==> config.mk <==
export PLATFORM = sky130hd
export DESIGN_NAME = trc_top
export DESIGN_NICKNAME = d
export VERILOG_FILES = /design/src/trc_pwm.v /design/src/trc_chan.v /design/src/trc_top.v
export VERILOG_INCLUDE_DIRS = /design/src
export SDC_FILE = /design/constraint.sdc
export NUM_CORES = 2
export LEC_CHECK = 0
export BUFFER_PORTS_ARGS = -buffer_cell sky130_fd_sc_hd__buf_2
export CAP_MARGIN = 20
export CORE_UTILIZATION = 30
export DETAILED_ROUTE_END_ITERATION = 7
export PLACE_DENSITY = 0.54
export SYNTH_ARGS = -nofsm -noshare
export SYNTH_HDL_FRONTEND = slang
export SYNTH_SLANG_ARGS = --single-unit
==> constraint.sdc <==
create_clock -name CLK_SYS -period 58.4 [get_ports CLK_SYS]
set_input_delay 5.84 -clock CLK_SYS [delete_from_list [all_inputs] [get_ports CLK_SYS]]
set_output_delay 5.84 -clock CLK_SYS [all_outputs]
set_load 0.02 [all_outputs]
==> src/trc_defs.vh <==
// constants for the touch report and compensation block
// Function
// - strongest mode reports only the strongest touched button on level output and status.
// - later weaker touches ignored; later stronger touch replaces the reported button.
// - on takeover, level output switches at once or after one idle scan.
// - releasing a weaker unreported button leaves the level output unchanged.
// - after all buttons are released the level output returns to idle level.
// - setting selects ground, supply or idle level while buzzer is active.
// - after buzzer ends, hold idle one scan or go straight to button level.
// - sleep operation drives the level output to ground.
// - each period measure enabled inputs one by one, store counts, skip disabled.
// - after the last enabled input the front end shuts down until next period.
// - accumulation cycles per measurement are set per input.
// - a 16-bit compensation value per input drives the untouched count toward zero.
// - at power-up search compensation values giving zero counts, store and apply them.
// - compensation values are lost at shutdown and derived again at power-up.
// - averaged count beyond positive or negative noise threshold starts compensation.
// - compensation also starts at configurable periodic intervals.
// - host may request compensation, e.g. after sensitivity change; device performs it.
// - raw counts are low-pass filtered into a per-input average.
// - deviation is raw count minus its average.
// - status and level control derive from deviation, average and shadow store.
// - without host programming start with a built-in eight-button default configuration.
// - the default configuration table is read-only.
// - at power-up use valid nonvolatile data else default table, copy into shadow store.
// - compensation completion asserts the active-low interrupt, possibly one scan late.
// - level output pulse generator supports period 256 (default) or 64.
`ifndef TRC_DEFS_VH
`define TRC_DEFS_VH
`define TRC_NIN 8
`define TRC_CNT_W 16
`define TRC_PWM_LONG 8'hFF
`define TRC_PWM_SHORT 8'h3F
`define TRC_AVG_SHIFT 3
`define TRC_SRC_NVM 1'b1
`define TRC_SRC_DEF 1'b0
`define TRC_BUZ_GND 2'h0
`define TRC_BUZ_VDD 2'h1
`define TRC_BUZ_IDLE 2'h2
`define TRC_DEF_ENABLE 8'hFF
`define TRC_DEF_SENS 3'h4
`define TRC_DEF_TOUCH_TH 16'h0040
`define TRC_DEF_IDLE 8'h00
`define TRC_DEF_PERIODIC 8'h00
`endif

==> src/trc_pwm.v <==
// level output pulse-width generator, 256 or 64 step period
`timescale 1ns/1ps
module trc_pwm (
  input wire clk, // system clock
  input wire rst_b, // async reset, active low
  input wire step, // one-cycle step enable
  input wire short_period, // 1 selects 64 steps
  input wire [7:0] width, // high steps per period
  output reg pwm // pulse output
);
`include "trc_defs.vh"
  reg [7:0] phase;
  wire [7:0] last = short_period ? `TRC_PWM_SHORT : `TRC_PWM_LONG;
  // free-running phase, wraps at the chosen period
  always @(posedge clk or negedge rst_b) begin
    if (!rst_b) begin
      phase <= 8'h00;
      pwm <= 1'b0;
    end else if (step) begin
      phase <= (phase >= last) ? 8'h00 : phase + 8'h01;
      pwm <= (phase < width);
    end
  end
endmodule

==> src/trc_chan.v <==
// per-input average, deviation and compensation search
`timescale 1ns/1ps
module trc_chan (
  input wire clk, // system clock
  input wire rst_b, // async reset, active low
  input wire sample, // new raw count valid
  input wire [15:0] raw, // raw count from front end
  input wire comp_go, // start compensation search
  input wire [15:0] pos_th, // positive noise threshold
  input wire [15:0] neg_th, // negative noise threshold (magnitude)
  output reg [15:0] comp_val, // compensation value
  output reg comp_busy, // search running
  output reg [15:0] avg, // filtered count
  output wire signed [16:0] dev, // raw minus average
  output wire drift // average beyond a threshold
);
`include "trc_defs.vh"
  reg [3:0] bitpos;
  reg [15:0] raw_q;
  wire signed [16:0] sraw = {1'b0, raw};
  wire signed [16:0] savg = {1'b0, avg};
  wire signed [16:0] sraw_q = {1'b0, raw_q};
  wire signed [16:0] dev_in = sraw - savg;
  wire signed [16:0] dev_step = dev_in >>> `TRC_AVG_SHIFT;
  // deviation of this input's own last count, not of whatever is on the shared bus
  assign dev = sraw_q - savg;
  // count sits around zero when compensated; plain unsigned compare on the positive side, magnitude compare on the negative side
  assign drift = !comp_busy && ((avg > pos_th) || (avg[15] && ((~avg + 16'h0001) > neg_th)));
  // successive approximation: keep a bit if the count stays non-negative
  always @(posedge clk or negedge rst_b) begin
    if (!rst_b) begin
      comp_val <= 16'h0000;
      comp_busy <= 1'b0;
      bitpos <= 4'hF;
      avg <= 16'h0000;
      raw_q <= 16'h0000;
    end else if (comp_go && !comp_busy) begin
      comp_busy <= 1'b1;
      bitpos <= 4'hF;
      comp_val <= 16'h8000;
      avg <= 16'h0000;
      raw_q <= 16'h0000;
    end else if (sample && comp_busy) begin
      // raw is offset-corrected count; overshoot shows as a wrapped top bit
      if (raw[15])
        comp_val[bitpos] <= 1'b0;
      if (bitpos == 4'h0)
        comp_busy <= 1'b0;
      else begin
        bitpos <= bitpos - 4'h1;
        comp_val[bitpos - 4'h1] <= 1'b1;
      end
    end else if (sample) begin
      // first-order low-pass: avg += (raw - avg) / 8
      avg <= avg + dev_step[15:0];
      raw_q <= raw;
    end
  end
endmodule

==> src/trc_top.v <==
// touch scan, compensation control and strongest-button reporting
`timescale 1ns/1ps
module trc_top (
  input wire CLK_SYS, // 125 MHz system clock
  input wire RST_B, // async reset, active low
  input wire SCAN_TICK, // one-cycle start of a sensing period
  input wire PWM_STEP, // one-cycle pulse generator step
  input wire NVM_VALID, // nonvolatile store holds valid data
  input wire [7:0] NVM_ENABLE, // nonvolatile input enables
  input wire [23:0] NVM_SENS, // nonvolatile 3-bit sensitivity per input
  input wire [15:0] NVM_TOUCH_TH, // nonvolatile touch threshold
  input wire [7:0] NVM_IDLE, // nonvolatile idle level
  input wire [7:0] NVM_PERIODIC, // nonvolatile periodic compensation scans, 0 off
  input wire [15:0] POS_TH, // positive noise threshold
  input wire [15:0] NEG_TH, // negative noise threshold
  input wire [63:0] BUTTON_LEVEL, // pulse width per button
  input wire HOST_COMP_REQ, // one-cycle host compensation request
  input wire HOST_READ, // one-cycle host status read, clears interrupt
  input wire BUZZER_ON, // buzzer active level
  input wire [1:0] BUZ_MODE, // output while buzzer active
  input wire IDLE_AFTER_BUZ, // idle one scan after buzzer
  input wire IDLE_ON_SWITCH, // idle one scan on takeover
  input wire SHORT_PERIOD, // 64-step pulse period
  input wire SLEEP, // sleep operation
  output reg FE_START, // one-cycle start of one measurement
  output reg [2:0] FE_SEL, // selected input
  output reg [7:0] FE_CYCLES, // accumulation cycles
  output reg [15:0] FE_COMP, // compensation value applied
  output reg FE_POWER, // front end powered
  input wire FE_DONE, // one-cycle measurement done
  input wire [15:0] FE_COUNT, // compensated raw count
  output reg [7:0] BUTTON_STATUS, // reported button, one-hot
  output reg LEVEL_OUT, // analog level output pulse
  output reg INT_B, // interrupt, active low
  output reg CFG_SRC, // 1 nonvolatile, 0 default
  output reg [15:0] COUNT_OUT // count of last measured input
);
`include "trc_defs.vh"
  localparam S_IDLE = 3'b001;
  localparam S_MEAS = 3'b010;
  localparam S_WAIT = 3'b100;
  reg [2:0] state;
  reg [2:0] idx;
  reg [7:0] en;
  reg [23:0] sens;
  reg [15:0] touch_th;
  reg [7:0] idle_lvl;
  reg [7:0] periodic;
  reg [7:0] per_cnt;
  reg loaded;
  reg power_comp;
  reg [7:0] comp_go;
  reg [7:0] sample;
  reg scan_end;
  reg report_tick;
  reg [7:0] was_busy;
  reg reported_v;
  reg [2:0] reported;
  reg idle_hold;
  reg buz_d;
  reg [7:0] width;
  reg [7:0] touched;
  wire [7:0] busy;
  wire [7:0] drift;
  wire [127:0] comp_bus;
  wire [135:0] dev_bus;
  wire pwm;
  // shadow store copy at power-up: valid nonvolatile data or the fixed default table
  always @(posedge CLK_SYS or negedge RST_B) begin
    if (!RST_B) begin
      loaded <= 1'b0;
      en <= `TRC_DEF_ENABLE;
      sens <= {8{`TRC_DEF_SENS}};
      touch_th <= `TRC_DEF_TOUCH_TH;
      idle_lvl <= `TRC_DEF_IDLE;
      periodic <= `TRC_DEF_PERIODIC;
      CFG_SRC <= `TRC_SRC_DEF;
    end else if (!loaded) begin
      loaded <= 1'b1;
      if (NVM_VALID) begin
        en <= NVM_ENABLE;
        sens <= NVM_SENS;
        touch_th <= NVM_TOUCH_TH;
        idle_lvl <= NVM_IDLE;
        periodic <= NVM_PERIODIC;
        CFG_SRC <= `TRC_SRC_NVM;
      end
      // default table is constants only; no port writes it
    end
  end
  // scan sequencer over enabled inputs
  always @(posedge CLK_SYS or negedge RST_B) begin
    if (!RST_B) begin
      state <= S_IDLE;
      idx <= 3'h0;
      FE_START <= 1'b0;
      FE_SEL <= 3'h0;
      FE_CYCLES <= 8'h00;
      FE_COMP <= 16'h0000;
      FE_POWER <= 1'b0;
      sample <= 8'h00;
      scan_end <= 1'b0;
      COUNT_OUT <= 16'h0000;
    end else begin
      FE_START <= 1'b0;
      sample <= 8'h00;
      scan_end <= 1'b0;
      case (state)
        S_IDLE: begin
          if (SCAN_TICK && loaded && !SLEEP) begin
            if (en == 8'h00)
              scan_end <= 1'b1;
            else begin
              idx <= 3'h0;
              FE_POWER <= 1'b1;
              state <= S_MEAS;
            end
          end
        end
        S_MEAS: begin
          if (en[idx]) begin
            FE_SEL <= idx;
            FE_CYCLES <= 8'h01 << sens[idx*3 +: 3];
            FE_COMP <= comp_bus[idx*16 +: 16];
            FE_START <= 1'b1;
            state <= S_WAIT;
          end else if (idx == 3'h7) begin
            FE_POWER <= 1'b0;
            scan_end <= 1'b1;
            state <= S_IDLE;
          end else
            idx <= idx + 3'h1;
        end
        S_WAIT: begin
          if (FE_DONE) begin
            sample[idx] <= 1'b1;
            COUNT_OUT <= FE_COUNT;
            if (idx == 3'h7) begin
              FE_POWER <= 1'b0;
              scan_end <= 1'b1;
              state <= S_IDLE;
            end else begin
              idx <= idx + 3'h1;
              state <= S_MEAS;
            end
          end
        end
        default: state <= S_IDLE;
      endcase
    end
  end
  genvar g;
  generate
    for (g = 0; g < 8; g = g + 1) begin : ch
      trc_chan u_chan (
        .clk(CLK_SYS),
        .rst_b(RST_B),
        .sample(sample[g]),
        .raw(COUNT_OUT), // held copy; the bus count is only valid with done
        .comp_go(comp_go[g]),
        .pos_th(POS_TH),
        .neg_th(NEG_TH),
        .comp_val(comp_bus[g*16 +: 16]),
        .comp_busy(busy[g]),
        .avg(),
        .dev(dev_bus[g*17 +: 17]),
        .drift(drift[g])
      );
    end
  endgenerate
  // compensation triggers; a host request starts compensation at once, without waiting for a scan boundary
  always @(posedge CLK_SYS or negedge RST_B) begin
    if (!RST_B) begin
      power_comp <= 1'b1;
      comp_go <= 8'h00;
      per_cnt <= 8'h00;
      was_busy <= 8'h00;
      INT_B <= 1'b0;
    end else begin
      comp_go <= 8'h00;
      was_busy <= busy;
      if (scan_end) begin
        if (periodic != 8'h00)
          per_cnt <= (per_cnt + 8'h01 >= periodic) ? 8'h00 : per_cnt + 8'h01;
        if (power_comp || HOST_COMP_REQ || (periodic != 8'h00 && per_cnt + 8'h01 >= periodic))
          comp_go <= en;
        else
          comp_go <= drift & en;
        power_comp <= 1'b0;
      end else if (HOST_COMP_REQ) begin
        comp_go <= en;
      end
      // completion sets the interrupt; set beats a same-cycle read
      if ((was_busy & ~busy) != 8'h00 && busy == 8'h00)
        INT_B <= 1'b0;
      else if (HOST_READ || (loaded && !power_comp && busy == 8'h00 && INT_B == 1'b0 && HOST_READ))
        INT_B <= 1'b1;
    end
  end
  // touch detection, strongest with lower index winning ties
  integer i;
  reg [2:0] best;
  reg best_v;
  reg [16:0] best_dev;
  reg [7:0] cur_touched;
  always @* begin
    best = 3'h0;
    best_v = 1'b0;
    best_dev = 17'h00000;
    cur_touched = 8'h00;
    for (i = 0; i < 8; i = i + 1) begin
      if (en[i] && !busy[i] && !dev_bus[i*17+16] && dev_bus[i*17 +: 16] >= touch_th) begin
        cur_touched[i] = 1'b1;
        if (!best_v || dev_bus[i*17 +: 17] > best_dev) begin
          best = i[2:0];
          best_v = 1'b1;
          best_dev = dev_bus[i*17 +: 17];
        end
      end
    end
  end
  // report one cycle after scan end so the last input's average has settled
  always @(posedge CLK_SYS or negedge RST_B) begin
    if (!RST_B)
      report_tick <= 1'b0;
    else
      report_tick <= scan_end;
  end
  // reporting update once per scan
  always @(posedge CLK_SYS or negedge RST_B) begin
    if (!RST_B) begin
      reported_v <= 1'b0;
      reported <= 3'h0;
      idle_hold <= 1'b0;
      BUTTON_STATUS <= 8'h00;
      touched <= 8'h00;
    end else if (report_tick) begin
      touched <= cur_touched;
      idle_hold <= 1'b0;
      if (!best_v) begin
        reported_v <= 1'b0;
        BUTTON_STATUS <= 8'h00;
      end else if (!reported_v || !cur_touched[reported]
                   || dev_bus[best*17 +: 17] > dev_bus[reported*17 +: 17]) begin
        if (reported_v && reported != best && IDLE_ON_SWITCH)
          idle_hold <= 1'b1;
        reported_v <= 1'b1;
        reported <= best;
        BUTTON_STATUS <= 8'h01 << best;
      end
      // weaker release keeps the current report
    end
  end
  // level selection with buzzer and sleep overrides
  always @(posedge CLK_SYS or negedge RST_B) begin
    if (!RST_B) begin
      buz_d <= 1'b0;
      width <= 8'h00;
      LEVEL_OUT <= 1'b0;
    end else begin
      // marker outlives the buzzer until a scan boundary when idle is wanted
      buz_d <= BUZZER_ON || (buz_d && IDLE_AFTER_BUZ && !scan_end);
      width <= (idle_hold || buz_d || !reported_v) ? idle_lvl : BUTTON_LEVEL[reported*8 +: 8];
      if (SLEEP)
        LEVEL_OUT <= 1'b0;
      else if (BUZZER_ON) begin
        case (BUZ_MODE)
          `TRC_BUZ_GND: LEVEL_OUT <= 1'b0;
          `TRC_BUZ_VDD: LEVEL_OUT <= 1'b1;
          default: LEVEL_OUT <= pwm;
        endcase
      end else
        LEVEL_OUT <= pwm;
    end
  end
  trc_pwm u_pwm (
    .clk(CLK_SYS),
    .rst_b(RST_B),
    .step(PWM_STEP),
    .short_period(SHORT_PERIOD),
    .width(width),
    .pwm(pwm)
  );
endmodule

; ---- Word level (Yosys, flattened, before mapping)
; Cells that the tools add are included.
[word_totals]
reg_bits = 609
latch_bits = 0
ram_bits = 0
rom_bits = 0
output_inout_bits = 56
elab_cells = 746
memories = 0
[classes]
n_addsub = 43
mul = 3
div_mod_pow = 0
n_lt_le_gt_ge = 70
eq_ne = 28
shifts = 7
n_mux = 279
bitwise_logic = 37
n_reduce_logical = 207
[op_table]
columns = op, count
row1 = 16-bit 2-to-1 mux, 96
row2 = 136-bit by 9-bit indexed part select with 17-bit output, 2
row3 = 16-bit by 16-bit subtractor with 17-bit output, 16
row4 = 16-bit > comparator, 16
row5 = 16-bit NOT, 16
row6 = 17-bit 2-to-1 mux, 13
row7 = 17-bit > comparator, 8
row8 = "16-bit by 1-bit adder with 16-bit output, second input constant", 8
row9 = 16-bit adder, 8
row10 = 16-bit bitwise AND, 8
row11 = 16-bit >= comparator, 8
row12 = 16-bit bitwise OR, 8
row13 = 128-bit by 8-bit indexed part select with 16-bit output, 1
row14 = 4-bit 2-to-1 mux, 24
row15 = 1-bit 2-to-1 mux, 88
row16 = 8-bit 2-to-1 mux, 11
row17 = 1-bit logical AND, 85
row18 = "4-bit by 5-bit < comparator with 1-bit output, second input constant", 16
row19 = 3-bit 2-to-1 mux, 22
row20 = 1-bit demux with 4-bit select, 16
row21 = "4-bit by 1-bit >= comparator with 1-bit output, second input constant", 16
row22 = 64-bit by 7-bit indexed part select with 8-bit output, 1
row23 = 2-bit AND reduction, 29
row24 = 2-bit nonzero test, 25
row25 = other kinds (38), 133

; ---- Depth between registers and ports, before layout
[depth]
ltp_word = 39
mapped_depth = 122
depth_no_buf = 109

; ---- Modules after synthesis
; A second synthesis with hierarchy kept.
[hier_totals]
hier_cells = 6980
hier_area_um2 = 60785.8
[by_module_without_submodules]
columns = module, n_inst, cells_each, area_per_inst_um2, seq_area_each_um2
row1 = trc_chan at ch[2].u_chan ..., 4, 626, 5275.1, 1331.3
row2 = trc_top, 1, 1885, 17779.6, 4428.0
row3 = trc_chan at ch[0].u_chan ..., 3, 629, 5312.6, 1331.3
row4 = trc_chan at ch[1].u_chan, 1, 627, 5277.6, 1331.3
row5 = trc_pwm, 1, 77, 690.7, 225.2

; ---- Least setup slack after synthesis
; Ideal clock, no wire load.
[synth_path]
kind = register to register
startpoint = reg ch[0].u_chan.avg[1]
endpoint = reg BUTTON_STATUS[3]
setup_ns = 0.122
arrival_time_ns = 21.016
required_ns = 58.278
path_slack_ns = 37.262
stages_incl_launch_ff = 110
synth_period_minus_slack_ns = 21.138
path_cell_list = dfrtp_1 inv_1 ha_1 nor2b_1 o21a_1 o21ai_0 a31oi_1 o2111ai_1 a21oi_1 xor2_1 ha_1 nand2_1 o21ai_0 o211ai_1 o21bai_1 a211oi_4 clkbuf_1 clkbuf_1 (+74 left out) a221o_2 o2bb2ai_4 a2111oi_4 mux2_2 a22o_1 ha_1 nor2b_1 o21a_1 o211ai_1 a211oi_1 o41ai_1 a21oi_1 nor2b_1 o31ai_1 o211ai_2 nor2_1 buf_2 a32o_1
[synth_between]
elab_chain_len = 39
elab_cells_between_ends = 82
classes_between = add/sub (1) / mul (1) / order compare (9) / eq/ne (1) / shift (3) / mux (46) / reduce/logical (21)
[synth_lines]
columns = item, line_no
row1 = "start, declared", trc_chan.v:13  ; output reg [15:0] avg,
row2 = "start signal, assigned", trc_chan.v:55  ; avg <= avg + dev_step[15:0];
row3 = 16-bit by 16-bit subtractor with 17-bit output (*), trc_chan.v:26  ; assign dev = sraw_q - savg;
row4 = "parallel branches: the longest is 38 deep, another holds 17-bit > comparator", --
row5 = "end signal, assigned", trc_top.v:249  ; BUTTON_STATUS <= 8'h01 << best;
row6 = "end, declared", trc_top.v:32  ; output reg [7:0] BUTTON_STATUS,
; Every way passes the cells marked *. The select of a mux whose other input is x is not followed.
; A chain may end at the register's enable or synchronous reset.

; ---- Worst setup path in the final report
; Ends and elaborated chain as after synthesis.

==> run metrics <==
run status complete, but fails checks; failing checks design-rule violations; fin. max-slew vios 0; Synth Area in Adders 0.208; multiplexer share of the synthesized area 0.0570; post-synthesis compound-gate area fraction 0.220; post-synthesis cell area 58700 um^2; top post-synthesis cells by area dfrtp_1 (24%), ha_1 (20%), nand2_1 (4.4%); Synth Instances roughly 6600; GRT Util Overall 0.241; Root Driver clkbuf_16; via count 53900; Post-Synth XOR/XNOR Area 0.0570; DP Wirelength 188 mm; initial core utilization 0.302; endpoints failing setup 0; Worst slew margin 0.191; Synth top area share 0.238; total die area approximately 200000 um^2; Seq cells post-synth slightly above 600; post-CTS setup buffer count 0; r2r setup slk 33210 ps; Max VDD drop roughly 0.000023 V; Fin Setup TNS 0 ps; largest family of logic cells by synthesized area compound AO/OA/AOI/OAI gates; slew at the pin closest to its max-slew limit between 1000 and 1500 ps; CP Launch Type flip-flop; R2R cell count about 110; post-synth top area cell dfrtp_1; Die Height 444 um; # nets final around 8100; WL/cell approximately 25 um; period utilization 0.431; Pleak 0.0309 uW; Combinational Power Share 0.519; H-tree depth 3; global-route wire length before repair 354 mm; Worst-Skew Late Latency approximately 740 ps; Core ar. 195000 um^2; global placer's final weighted congestion between 0.9 and 1; CTS buffer count 79; final hold violations 0; switching pwr ~940 uW; Rows between 150 and 200; Synth Area per Inst 8.83 um^2; RSZ-0062 raised after global routing false; Layout area overhead 13.5%; overall routed net length 243 mm; CP Buf/Inv Count 9; CP delay by family, top compound AO/OA/AOI/OAI gates; vias in the first global route between 50000 and 60000; grt ovf 0; arrival time worst endpoint 25800 ps; yosys warns 0; initial antenna violation count 21; Routed Antenna Nets 0; fmax 39.7 MHz; MaxCap Viol Count 0; endpoint type of the worst setup path flip-flop; PwrDens roughly 32 nW/um^2; post-route minimum period about 25000 ps; CP Max Fanout 21; Seq pwr share 0.233; WP data required 59020 ps; post-layout util 0.342; cts hold-fix bufs 0; Yosys cell types between 100 and 150; Pwr Total around 2200 uW; CTS tree done; Stages on worst setup path roughly 110; Setup CP Type reg -> reg; starting DRC count in detailed routing between 4000 and 5000; top-count cell post-synth ha_1; Die W 444 um; Hold Path Stages 1; Tightest Hold Check Type reg -> reg; vias per cell between 5 and 6; fraction of layout cells with a size suffix above 1 0.123; share of synthesized registers carrying an async set or reset 1.00; P_int 1220 uW; Clk pin slew, worst setup/hold paths roughly 70 ps; pin count of the biggest net entering global routing between 150 and 200; DR pass1 iterations 8; Post-Synth Simple-Gate Area 0.157; # clock sinks between 600 and 700; # IOs roughly 250; top_reg_cell synth dfrtp_1; Setup Skew between 40 and 50 ps; Max clock buf depth 3; part of the power in the clock network 0.248; DRC viols 6; CP max stage cell nor2_2; Post-synth top cells ha_1 (949), nand2_1 (684), dfrtp_1 (558); PostCTS Resize Cnt 0; switch share 0.436; CP max stage delay ~740 ps; port buffer count about 250; number of flops mapped to enable cells by yosys 0; Seq/Total Area, Yosys 0.261
power by group through the flow:
stage          clock network (uW)  registers, uW  logic, uW
6_report                      536            504       1120
3_5_place_dp                    0            511       1100
2_1_floorplan                   0            500        756
3_3_place_gp                    0            510       1080
4_1_cts                       547            504       1110
5_1_grt                       563            508       1230
metrics by stage:
step	hold slack, ps	instance area [um^2]	worst slack, ps	cells
floorplan	349	58800	37260	6656
global placement	449	63800	34080	9412
detailed placement	450	63800	33880	9413
CTS	464	66600	33780	9560
global route	476	66600	31720	9562
finish	460	66600	33210	9569
cell usage in the layout (no fill, tap or decap), drive strengths merged, types with 87 or more instances in the layout:
cell type and instances:
a21o 168, a21oi 368, a22o 154, buf 430, clkbuf 112, dfrtp 558, ha 949, inv 387
mux4 87, nand2 686, nand2b 108, nand3 157, nand4 95, nor2 415, nor2b 116, nor3 129
o211ai 106, o21a 125, o21ai 532, xnor2 286, xor2 96
state kept, by name, summed over array words and instances (netlist names), 16 cells and up:
name and count:
sens 24, ch.u_chan.bitpos 32, FE_COMP 16, ch.u_chan.avg 128, ch.u_chan.comp_val 128, ch.u_chan.raw_q 128, COUNT_OUT 16, touch_th 16
final timing paths:
| kind | start | endpoint |
|---|---|---|
| max reg2reg | ch[0].u_chan.avg[1] | BUTTON_STATUS[3] |
| min | CFG_SRC | CFG_SRC |
| max in group asynchronous | RST_B | ch[4].u_chan.avg[6] |
| max | ch[0].u_chan.avg[1] | BUTTON_STATUS[3] |
| min in group asynchronous | RST_B | loaded |
| min reg2reg | CFG_SRC | CFG_SRC |
metal layers:
metal  routed length [um]  up-vias  track usage
li1                     -    25100            -
met1               106000    26400        0.319
met2               108000     1911        0.384
met3                16200      475       0.0399
met4                12700        8        0.109
met5                   61        -            0
worst register-to-register path: cells and delay by family, from the launching register on:
kind                     cells  cell delay, ps
flip-flops                   1             510
AND/OR/NAND/NOR             29            6650
adder cells (fa/ha/maj)     10            2690
buffers and inverters        9            1650
XOR/XNOR                     1             650
AO/OA/AOI/OAI               56           12890
cell type report:
class,count,area (um^2)
timing repair buffer,431,2660
sequential,609,15300
clock inverter,36,569
antenna,8,20.0
clock buffer,111,2270
multi-input combinational,5446,41200
fill,20000,128000
inverter,386,1450
tap,2542,3180
cells by family (layout without fill, tap and decap cells):
group                      count (synthesis)  after routing
buffers and inverters                    601            964
and+or+nand+nor                         1958           1958
muxes                                    218            218
adders and majority gates                965            965
DFF                                      609            609
other                                      1             16
AOI/OAI and AO/OA                       1915           1915
xor gates and xnor gates                 382            382
No activity file was read; power rests on OpenSTA's default activity.
